===== src/rtl/lsdc_pkg.sv =====
package lsdc_pkg;
	localparam int CLK_HZ = 40_000_000;
	localparam int XTAL_HZ = 32768;
	localparam int NWORD = 19;
	localparam int NSEG = 2 * NWORD;
	localparam int NPIN = 8;
	localparam logic [13:0] IDX_SYNC = 14'h2020;
	localparam logic [13:0] IDX_CTRL = 14'h2021;
	localparam logic [13:0] IDX_PINMAP = 14'h2023;
	localparam logic [13:0] IDX_BLINK = 14'h205A;
	localparam logic [13:0] IDX_POWER = 14'h20A9;
	localparam logic [13:0] IDX_DAC = 14'h20AB;
	localparam logic [13:0] IDX_STATUS = 14'h20B8;
	localparam logic [13:0] SEG_IDX [NWORD] = '{
		14'h2030, 14'h2031, 14'h2035, 14'h2037, 14'h2038,
		14'h2039, 14'h2041, 14'h2042, 14'h2043, 14'h2044,
		14'h2045, 14'h2047, 14'h2048, 14'h2049, 14'h204D,
		14'h204E, 14'h204F, 14'h2051, 14'h2059};
	localparam logic [4:0] SLOT_NONE = 5'h1F;
	localparam int BLINK_SLOT = 7;
	localparam int SYNC_POS = 7;
	localparam int ONLY_POS = 5;
	localparam int DAC_LSB = 1;
	localparam int STEP_MV = 200;
	localparam int BLINK_FAST_MS = 500;
	localparam int BLINK_SLOW_MS = 1000;
	localparam int BLINK_FAST_TK = BLINK_FAST_MS * XTAL_HZ / 1000;
	localparam int BLINK_SLOW_TK = BLINK_SLOW_MS * XTAL_HZ / 1000;
	localparam logic [7:0] REG_RESET = 8'h00;
	localparam logic [1:0] LVL_GND = 2'h0;
	localparam logic [1:0] LVL_V1 = 2'h1;
	localparam logic [1:0] LVL_V2 = 2'h2;
	localparam logic [1:0] LVL_V3 = 2'h3;

	typedef enum logic [2:0] {
		BIAS_4_THIRD = 3'h0,
		BIAS_3_THIRD = 3'h1,
		BIAS_2_HALF = 3'h2,
		BIAS_3_HALF = 3'h3,
		BIAS_STATIC = 3'h4
	} lsdc_bias_t;

	typedef struct packed {
		logic reserved;
		logic blink_slow;
		logic enable;
		logic [2:0] bias;
		logic [1:0] rate;
	} lsdc_ctrl_t;

	typedef struct packed {
		logic sys_power;
		logic autowake;
		logic push_button;
		logic adc_sync;
	} lsdc_wake_t;
endpackage : lsdc_pkg


===== src/rtl/lsdc_top.sv =====
// The implementer's own choice: the AHB-Lite slave port.
`timescale 1ns/1ps
module lsdc_top (
	input wire logic clk_sys,
	input wire logic rst,
	input wire logic hsel,
	input wire logic [31:0] haddr,
	input wire logic [1:0] htrans,
	input wire logic hwrite,
	input wire logic [2:0] hsize,
	input wire logic hready,
	input wire logic [31:0] hwdata,
	output logic [31:0] hrdata,
	output logic hreadyout,
	output logic hresp,
	input wire lsdc_pkg::lsdc_wake_t wake_in,
	output logic display_only_mode,
	output logic [2:0] bias_rail_en,
	output logic [2:0] drive_voltage_code,
	output logic [10:0] supply_drop_mv,
	output logic [3:0][1:0] com_level,
	output logic [lsdc_pkg::NSEG-1:0][1:0] seg_level,
	output logic [1:0] segment_pin_7,
	output logic [lsdc_pkg::NPIN-1:0] pin_is_lcd,
	output logic [lsdc_pkg::NPIN-1:0] dio_out
);
	import lsdc_pkg::*;

	// Word slot for a register index, or none
	function automatic logic [4:0] seg_slot(input logic [13:0] idx);
		logic [4:0] s;
		s = SLOT_NONE;
		for (int i = 0; i < NWORD; i++) begin
			if (SEG_IDX[i] == idx) begin
				s = 5'(i);
			end
		end
		return s;
	endfunction : seg_slot

	// Common level; a selected common swings by polarity
	function automatic logic [1:0] com_lvl(input logic sel,
		input logic pol, input logic half);
		if (sel) begin
			return pol ? LVL_V3 : LVL_GND;
		end else if (half) begin
			return LVL_V1;
		end else begin
			return pol ? LVL_V1 : LVL_V2;
		end
	endfunction : com_lvl

	// Segment level; a lit segment takes the opposite rail
	function automatic logic [1:0] seg_lvl(input logic on,
		input logic pol, input logic half);
		if (on) begin
			return pol ? LVL_GND : LVL_V3;
		end else if (half) begin
			return pol ? LVL_V3 : LVL_GND;
		end else begin
			return pol ? LVL_V2 : LVL_V1;
		end
	endfunction : seg_lvl

	// Commons in use for each bias mode
	function automatic logic [2:0] com_count(input logic [2:0] mode);
		case (mode)
			BIAS_4_THIRD: return 3'h4;
			BIAS_3_THIRD: return 3'h3;
			BIAS_2_HALF: return 3'h2;
			BIAS_3_HALF: return 3'h3;
			BIAS_STATIC: return 3'h1;
			default: return 3'h4;
		endcase
	endfunction : com_count

	// Register file
	lsdc_ctrl_t ctrl;
	logic [7:0] sync_reg;
	logic [7:0] pin_map;
	logic [3:0] blink_map;
	logic [2:0] dac_code;
	logic [7:0] seg_mem [NWORD];
	logic sleep;

	// Bus address phase capture
	logic ap_valid;
	logic ap_write;
	logic ap_hi_ok;
	logic [13:0] ap_idx;
	logic rd_done;
	logic rd_busy;
	logic wr_go;
	logic [4:0] wr_slot;
	logic [4:0] rd_slot;

	// Timing and drive state
	logic [31:0] xtal_acc;
	logic xtal_tick;
	logic [7:0] rate_cnt;
	logic [7:0] rate_max;
	logic drive_tick;
	logic [1:0] com_idx;
	logic pol;
	logic [15:0] blink_cnt;
	logic blink_on;
	logic half;

	// Reads insert one wait state so a preceding write is always seen
	assign rd_busy = ap_valid && !ap_write && !rd_done;
	assign hreadyout = !rd_busy;
	assign hresp = 1'b0;
	assign wr_go = ap_valid && ap_write && ap_hi_ok;
	assign wr_slot = seg_slot(ap_idx);
	assign rd_slot = wr_slot;

	// Address phase held while a read waits
	always_ff @(posedge clk_sys) begin
		if (rst) begin
			ap_valid <= 1'b0;
			ap_write <= 1'b0;
			ap_hi_ok <= 1'b0;
			ap_idx <= 14'h0000;
		end else if (hready) begin
			ap_valid <= hsel && htrans[1];
			ap_write <= hwrite;
			ap_hi_ok <= haddr[31:16] == 16'h0000;
			ap_idx <= haddr[15:2];
		end
	end

	// Read data captured in the wait state
	always_ff @(posedge clk_sys) begin
		if (rst) begin
			rd_done <= 1'b0;
			hrdata <= 32'h00000000;
		end else if (rd_busy) begin
			rd_done <= 1'b1;
			hrdata <= 32'h00000000;
			// Outside the block's window reads zero
			if (ap_hi_ok) begin
				if (rd_slot != SLOT_NONE) begin
					hrdata[7:0] <= seg_mem[rd_slot];
				end
				case (ap_idx)
					IDX_SYNC: hrdata[7:0] <= sync_reg;
					IDX_CTRL: hrdata[7:0] <= ctrl;
					IDX_PINMAP: hrdata[7:0] <= pin_map;
					IDX_BLINK: hrdata[3:0] <= blink_map;
					IDX_POWER: hrdata[ONLY_POS] <= sleep;
					IDX_DAC: hrdata[DAC_LSB+:3] <= dac_code;
					IDX_STATUS: hrdata[4:0] <=
						{sleep, wake_in.sys_power, com_idx, pol};
					default: ;
				endcase
			end
		end else if (hready) begin
			rd_done <= 1'b0;
		end
	end

	// Control registers
	always_ff @(posedge clk_sys) begin
		if (rst) begin
			ctrl <= REG_RESET;
			sync_reg <= REG_RESET;
			pin_map <= REG_RESET;
			blink_map <= REG_RESET[3:0];
			dac_code <= REG_RESET[2:0];
		end else if (wr_go) begin
			case (ap_idx)
				IDX_SYNC: sync_reg <= hwdata[7:0];
				IDX_CTRL: ctrl <= {1'b0, hwdata[6:0]};
				IDX_PINMAP: pin_map <= hwdata[7:0];
				IDX_BLINK: blink_map <= hwdata[3:0];
				IDX_DAC: dac_code <= hwdata[DAC_LSB+:3];
				default: ;
			endcase
		end
	end

	// Segment words; software merges bytes itself
	always_ff @(posedge clk_sys) begin
		if (rst) begin
			for (int i = 0; i < NWORD; i++) begin
				seg_mem[i] <= REG_RESET;
			end
		end else if (wr_go && wr_slot != SLOT_NONE) begin
			seg_mem[wr_slot] <= hwdata[7:0];
		end
	end

	// Display-only sleep; any wake source beats a same-cycle request
	always_ff @(posedge clk_sys) begin
		if (rst) begin
			sleep <= 1'b0;
		end else if (wake_in.sys_power || wake_in.autowake ||
			wake_in.push_button) begin
			sleep <= 1'b0;
		end else if (wr_go && ap_idx == IDX_POWER &&
			hwdata[ONLY_POS]) begin
			sleep <= 1'b1;
		end
	end

	// 32768 Hz tick from the system clock by fractional accumulation
	always_ff @(posedge clk_sys) begin
		if (rst) begin
			xtal_acc <= 32'h00000000;
			xtal_tick <= 1'b0;
		end else if (xtal_acc + 32'(XTAL_HZ) >= 32'(CLK_HZ)) begin
			xtal_acc <= xtal_acc + 32'(XTAL_HZ) - 32'(CLK_HZ);
			xtal_tick <= 1'b1;
		end else begin
			xtal_acc <= xtal_acc + 32'(XTAL_HZ);
			xtal_tick <= 1'b0;
		end
	end

	// Crystal ticks per drive step, less one
	always_comb begin
		case (ctrl.rate)
			2'h1: rate_max = 8'hFF;
			2'h2: rate_max = 8'h7F;
			2'h3: rate_max = 8'h3F;
			default: rate_max = 8'h00;
		endcase
	end

	// Rate code 0 freezes the common walk
	assign drive_tick = xtal_tick && ctrl.rate != 2'h0 &&
		rate_cnt >= rate_max;

	// Cleared while disabled so a restart is clean
	always_ff @(posedge clk_sys) begin
		if (rst || !ctrl.enable) begin
			rate_cnt <= 8'h00;
		end else if (xtal_tick) begin
			rate_cnt <= drive_tick ? 8'h00 : rate_cnt + 8'h01;
		end
	end

	// Time division walk; polarity flips after each full frame
	always_ff @(posedge clk_sys) begin
		if (rst || !ctrl.enable) begin
			com_idx <= 2'h0;
			pol <= 1'b0;
		end else if (drive_tick) begin
			if (3'(com_idx) + 3'h1 >= com_count(ctrl.bias)) begin
				com_idx <= 2'h0;
				pol <= !pol;
			end else begin
				com_idx <= com_idx + 2'h1;
			end
		end
	end

	// Blink phase toggles each half period
	always_ff @(posedge clk_sys) begin
		if (rst) begin
			blink_cnt <= 16'h0000;
			blink_on <= 1'b1;
		end else if (xtal_tick) begin
			if (32'(blink_cnt) + 32'h1 >= (ctrl.blink_slow ?
				32'(BLINK_SLOW_TK) : 32'(BLINK_FAST_TK))) begin
				blink_cnt <= 16'h0000;
				blink_on <= !blink_on;
			end else begin
				blink_cnt <= blink_cnt + 16'h0001;
			end
		end
	end

	// Half bias keeps unselected commons mid-rail
	assign half = ctrl.bias == BIAS_2_HALF || ctrl.bias == BIAS_3_HALF;

	// Drive levels
	always_ff @(posedge clk_sys) begin
		if (rst || !ctrl.enable) begin
			com_level <= '0;
			seg_level <= '0;
			bias_rail_en <= 3'h0;
		end else begin
			bias_rail_en <= 3'h7;
			// Unused commons stay at ground
			for (int c = 0; c < 4; c++) begin
				com_level[c] <= (3'(c) < com_count(ctrl.bias)) ?
					com_lvl(com_idx == 2'(c) ||
					ctrl.bias == BIAS_STATIC, pol, half) :
					LVL_GND;
			end
			// Blinking masks one slot's low nibble only
			for (int n = 0; n < NWORD; n++) begin
				seg_level[n] <= seg_lvl(seg_mem[n][com_idx] &&
					(n != BLINK_SLOT || blink_on ||
					!blink_map[com_idx]), pol, half);
				seg_level[NWORD+n] <= seg_lvl(
					seg_mem[n][4+com_idx], pol, half);
			end
		end
	end

	// Segment pin 7 doubles as the sync output
	always_ff @(posedge clk_sys) begin
		if (rst || !ctrl.enable) begin
			segment_pin_7 <= LVL_GND;
		end else if (sync_reg[SYNC_POS]) begin
			segment_pin_7 <= wake_in.adc_sync ? LVL_V3 : LVL_GND;
		end else begin
			segment_pin_7 <= seg_lvl(sync_reg[com_idx], pol, half);
		end
	end

	// Pin function, supply code and mode outputs
	always_ff @(posedge clk_sys) begin
		if (rst) begin
			pin_is_lcd <= '0;
			dio_out <= '0;
			drive_voltage_code <= 3'h0;
			supply_drop_mv <= 11'h000;
			display_only_mode <= 1'b0;
		end else begin
			pin_is_lcd <= pin_map;
			// DIO pins show bit 0 of their word
			for (int p = 0; p < NPIN; p++) begin
				dio_out[p] <= !pin_map[p] && seg_mem[p][0];
			end
			drive_voltage_code <= dac_code;
			supply_drop_mv <= 11'(32'(dac_code) * STEP_MV);
			display_only_mode <= sleep;
		end
	end
endmodule : lsdc_top


===== config.mk =====
export PLATFORM = sky130hd
export DESIGN_NAME = lsdc_top
export DESIGN_NICKNAME = d
export VERILOG_FILES = /design/src/rtl/lsdc_pkg.sv /design/src/rtl/lsdc_top.sv
export SDC_FILE = /design/constraint.sdc
export NUM_CORES = 1
export LEC_CHECK = 0
export ABC_AREA = 1
export BUFFER_PORTS_ARGS = -buffer_cell sky130_fd_sc_hd__buf_4
export CORE_AREA = 2 2 232 234
export DETAILED_ROUTE_END_ITERATION = 8
export DIE_AREA = 0 0 234 236
export GPL_ROUTABILITY_DRIVEN = 0
export GPL_TIMING_DRIVEN = 0
export PLACE_DENSITY_LB_ADDON = 0.05
export SLEW_MARGIN = 20
export SYNTH_ARGS = -nofsm -noshare
export SYNTH_HDL_FRONTEND = slang
export SYNTH_SLANG_ARGS = --single-unit

===== constraint.sdc =====
create_clock -name clk_sys -period 4.7 [get_ports clk_sys]
set_input_delay 0 -clock clk_sys [delete_from_list [all_inputs] [get_ports clk_sys]]
set_output_delay 0 -clock clk_sys [all_outputs]
set_load 0.01 [all_outputs]

* Word-level counts from Yosys, hierarchy flattened
Memories as Yosys holds them, arrays and structs flattened. Cells that the tools add are included.
Storage, ports and cells: register bits after elaboration 238, bits in writable memories 152, input port bits 78, output and inout bits 154, logic and storage cells 374, memories kept 1
Operators by class: add/subtract/negate cells 8, multipliers 1, $lt $le $gt $ge 11, equal/unequal tests 37, mux-type cells 179, bitwise logic cells 4, reduce and logical (&&, ||, !) cells 61
Memories:
- seg_mem | words 19, bits a word 8, rd ports 20, clocked after Yosys merged registers in 0, wr ports 19, RTL line lsdc_top.sv:83 | logic [7:0] seg_mem [NWORD];
Operators by type and width (count):
- 14-bit == test, first input constant | 19
- 2-bit two-way mux | 52
- 5-bit two-way mux | 20
- 14-bit == test, second input constant | 7
- 1-bit binary-select mux with 3-bit select | 19
- 1-bit two-way mux | 49
- 1-bit binary-select mux with 2-bit select | 21
- 32-bit by 16-bit adder with 32-bit output, second input constant | 1
- 32-bit by 26-bit greater-or-equal comparator with 1-bit output, second input constant | 1
- 16-bit two-way mux | 2
- 32-bit two-way mux | 1
- 8-bit two-way mux | 4
- 32-bit by 26-bit subtractor with 32-bit output, second input constant | 1
- 8-bit one-hot mux with 3 select lines | 1
- 1-bit logical AND | 19
- 3-bit one-hot mux with 6 select lines | 1
- 16-bit by 1-bit adder with 17-bit output, second input constant | 1
- 17-bit by 16-bit greater-or-equal comparator with 1-bit output | 1
- 16-bit by 1-bit adder with 16-bit output, second input constant | 1
- 16-bit zero test | 1
- 1-bit zero test | 15
- 2-bit AND reduction | 7
- 3-bit two-way mux | 4
- 2-bit OR reduction | 6
- 27 further kinds | 47

* Longest topological paths before layout
word-level depth 27, gate-level depth with buffers 22

* Worst setup path before layout
No wires, ideal clock.
kind reg-to-reg, start point reg ap_idx[8], end point mem seg_mem[0][0] (enable), arrival 2.424 ns, data required time 4.371 ns, setup slack 1.947 ns, cell stages (with the launch flop) 15, path buffers 1, period minus slack after synthesis 2.753 ns, path through dfxtp_1 > nor2_1 > nand3_2 > nor2_2 > inv_2 > nor2_2 > inv_2 > o31ai_1 > inv_2 > nand4_2 > inv_2 > buf_2 > nor3_2 > nand2_1 > nand2_1
RTL lines:
- start: declaration | RTL line lsdc_top.sv:90 | logic [13:0] ap_idx;
- start signal: assignment | RTL line lsdc_top.sv:128 | ap_idx <= haddr[15:2];
- end: declaration | RTL line lsdc_top.sv:83

==> results by group <==
Route
  • Final ANT Viol Nets: 0
  • Total wire length: 83.8 mm
  • 1st-iter DRT viols: 2,395
  • DRC Markers: 0
  • Pre-antenna DRT Iters: 7
  • Vias: 22.2k
  • Drt via density: 5.48
  • Post-DR wirelength/cell: 20.7 um

Critical path
  • RR Startpoint: ap_idx[6]$_SDFFE_PP0P_
  • Critical path required time: 4980 ps
  • Worst EP arrival: 4580 ps
  • Crit path largest cell delay: 680 ps
  • R2r setup slk: 400 ps
  • CP Max Fanout: 14
  • Worst Reg-to-Reg Cells: 13
  • Reg-to-Reg End: seg_mem[28][0]$_DFFE_PP_
  • CP Class: register to register
  • CP max stage cell: inv_1
  • Setup crit start kind: register
  • Critical-path cell list: nand2_1 -> nor3_1 -> inv_2 -> nor2_1 -> nand2_1 -> nand2_4 -> nor2_4 -> nand2_8 -> nand3_4 -> inv_2 -> nand2_2 -> buf_2 -> inv_1
  • Crit end category: register

Clocking
  • Worst-path clk slew: 60 ps
  • Clock latency on the worst-skew pair: 620 ps
  • CTS sink cnt: 476
  • CTS tree: done
  • # H-tree levels: 2
  • Total CTS buffers: 51
  • Post_cts resized: 0
  • Root Buffer Master: clkbuf_16
  • Buffer depth of the longest clock path: 3

STA
  • Setup TNS: 0 ps
  • Crit path time final: 4300 ps
  • RSZ-0062 raised after global routing: false
  • Final hold violations: 0
  • Skew final: 23.1 ps
  • Tcrit/Tclk final: 91.4%
  • Worst setup margin: 403 ps
  • Fin. max-slew vios: 0
  • # setup viols final: 0
  • Relative slew slack: 26.1%
  • Fmax: 0.233 GHz
  • Slew of the pin with the lowest slew margin: 1110 ps

Layout
  • Max reg flops: 256
  • Most common cell after layout, fill and taps aside: nand2_1
  • Area taken by multi-input logic gates: 9990 um2
  • Reg area: 12,000 um2
  • Share of cells above drive strength 1: 12.5%
  • Nets@finish: 3,411
  • Biggest register: seg_mem
  • Largest registers: seg_mem (256), seg_level (76), xtal_acc (23)
  • Area growth, synth to finish: 19.9%
  • Fillers: 5,118
  • Most frequent cells in the layout: 675 x nand2_1, 285 x inv_1, 277 x nor2_1

Global routing
  • Vias in the first global route: 20.9k
  • GRT Total Usage: 29.9%
  • First-pass GRT wire length: 123 mm
  • Overflow after GRT: 0
  • Antenna violations before repair: 1
  • Largest net degree at the start of global routing: 16

Pwr
  • VDD IR-drop max: 323 uV
  • PwrDens: 351 nW/um2
  • P_leak: 12.1 nW

Placed design
  • IO Port Bufs: 173
  • Dpl hpwl: 62.1 mm
  • Placement Setup Slack: 569 ps

Floorplanning
  • Initial Util: 44.4%
  • Ports: 232
  • Die height: 236 um
  • Die ar.: 55,200 um2
  • Row count: 85
  • Core area: 53,100 um2
  • Die Width: 234 um

Logic synthesis
  • Ys Warns: 0
  • Synth top area cells: edfxtp_1 32%, dfxtp_1 19%, nand2_1 11%
  • Cell count after synthesis: 2,909
  • Yosys top cell area share: 31.6%
  • Mapped Area: 23,600 um2
  • EDFF count, synth: 248
  • Synth async-reset ratio: 0%
  • Largest area contributor in the netlist: edfxtp_1
  • Synthesized flop and latch total: 476
  • Sequential fraction of the synthesis area: 51.0%
  • Syn_area_per_cell: 8.10 um2
  • Most used DFF post-synth: edfxtp_1
  • Distinct cells, synth: 55

Flow run
  • Max-cap check violation count: 0

Worst hold path
  • Worst hold path type: primary input to register
  • WHS Endpoint: hrdata[3]$_SDFFE_PP0P_
  • Hold Crit Start: wake_in[3]
  • Worst Hold Path Cells: 7

Outcome
  • Status: finished clean
## cell families (layout without fill, tap and decap cells)
logic type | count (synthesis) | count (layout) | synth area share (%)
AOI/OAI and AO/OA | 408 | 408 | 9.58
xor gates and xnor gates | 32 | 32 | 1.19
adders and majority gates | 31 | 31 | 1.65
buffers and inverters | 495 | 800 | 8.71
DFF | 476 | 476 | 51.0
other | 1 | 133 | 0.0159
and+or+nand+nor | 1466 | 1466 | 27.9
## power by group
part	leakage [nW]	internal (mW)	switching, mW
combinational	6.87	0.419	0.791
sequential	4.39	4.55	0.129
clock	0.815	2.26	1.75
total	12.1	7.23	2.67
## critical path, delay by kind of cell (launching register included)
kind          cells  cell delay (ps)
buf+inv           4             1320
flops             1              460
simple gates      9             2150
## cells in the mapped netlist (3+ instances only)
cell type  number
nand2_1       675
inv_1         285
nor2_1        277
nand3_1       255
edfxtp_1      248
a21oi_1       231
dfxtp_1       228
nand4_1       135
o21ai_0       103
clkbuf_1       89
buf_2          37
buf_4          35
nor3_1         33
ha_1           31
buf_1          25
nand2_2        21
xor2_1         21
or2_2          20
inv_2          19
a32o_1         16
nor4_1         14
o22ai_1        13
xnor2_1        11
a211oi_1        9
a22oi_1         8
nor2_4          8
o211ai_1        7
nor2_2          6
nor3_2          5
nand3b_1        4
o21a_1          4
clkinv_1        3
nor3b_1         3
## what timing repair did
action | 4_1_cts | 5_1_grt
buffers inserted | 0 | 0
hold endpoints to repair | 66 | 0
hold buffers | 35 | 0
## layout make-up
cell class	count	share of cell area, %
Multi-Input combinational cell	2069	35.4
Buffer	188	3.18
Antenna cell	1	0.00886
Inverter	307	4.08
Clock buffer	68	5.05
Clock inverter	28	0.807
Timing Repair Buffer	209	5.87
Tap cell	696	3.08
Sequential cell	476	42.5
## stage by stage
step	util (%)	instances	power, mW	hold WS (ps)	cell area [um2]
2_1_floorplan	-	3040	5.60	88.0	24000
3_3_place_gp	49.4	3909	5.90	193	26200
5_1_grt	53.2	4041	10.3	111	28200
4_1_cts	53.2	4041	9.93	55.2	28200
3_5_place_dp	49.4	3910	5.93	191	26200
6_report	53.2	4042	9.90	89.1	28200
## worst max path at each step
stage / end / start / slack, ps / cells after the start
floorplan: seg_mem[0][0]$_SDFFCE_PN0P_ / ap_idx[8]$_SDFFE_PP0P_ / 1950 / 14
global route: seg_mem[29][0]$_DFFE_PP_ / ap_idx[6]$_SDFFE_PP0P_ / 220 / 13
finish: seg_mem[28][0]$_DFFE_PP_ / ap_idx[6]$_SDFFE_PP0P_ / 400 / 13
CTS: seg_mem[28][0]$_DFFE_PP_ / ap_idx[6]$_SDFFE_PP0P_ / 540 / 13
detailed placement: seg_mem[26][0]$_DFFE_PP_ / ap_idx[6]$_SDFFE_PP0P_ / 570 / 13
global placement: seg_mem[27][0]$_DFFE_PP_ / ap_idx[6]$_SDFFE_PP0P_ / 550 / 13
## routing by layer
layer | GRT usage (%) | wire length, um | up-vias
li1 | - | - | 10400
met3 | 6.89 | 8400 | 239
met1 | 39.2 | 33600 | 10400
met2 | 45.9 | 37100 | 1130
met4 | 15.8 | 4690 | 2
met5 | 0 | 11 | -
(Power assumes the default switching activity.)
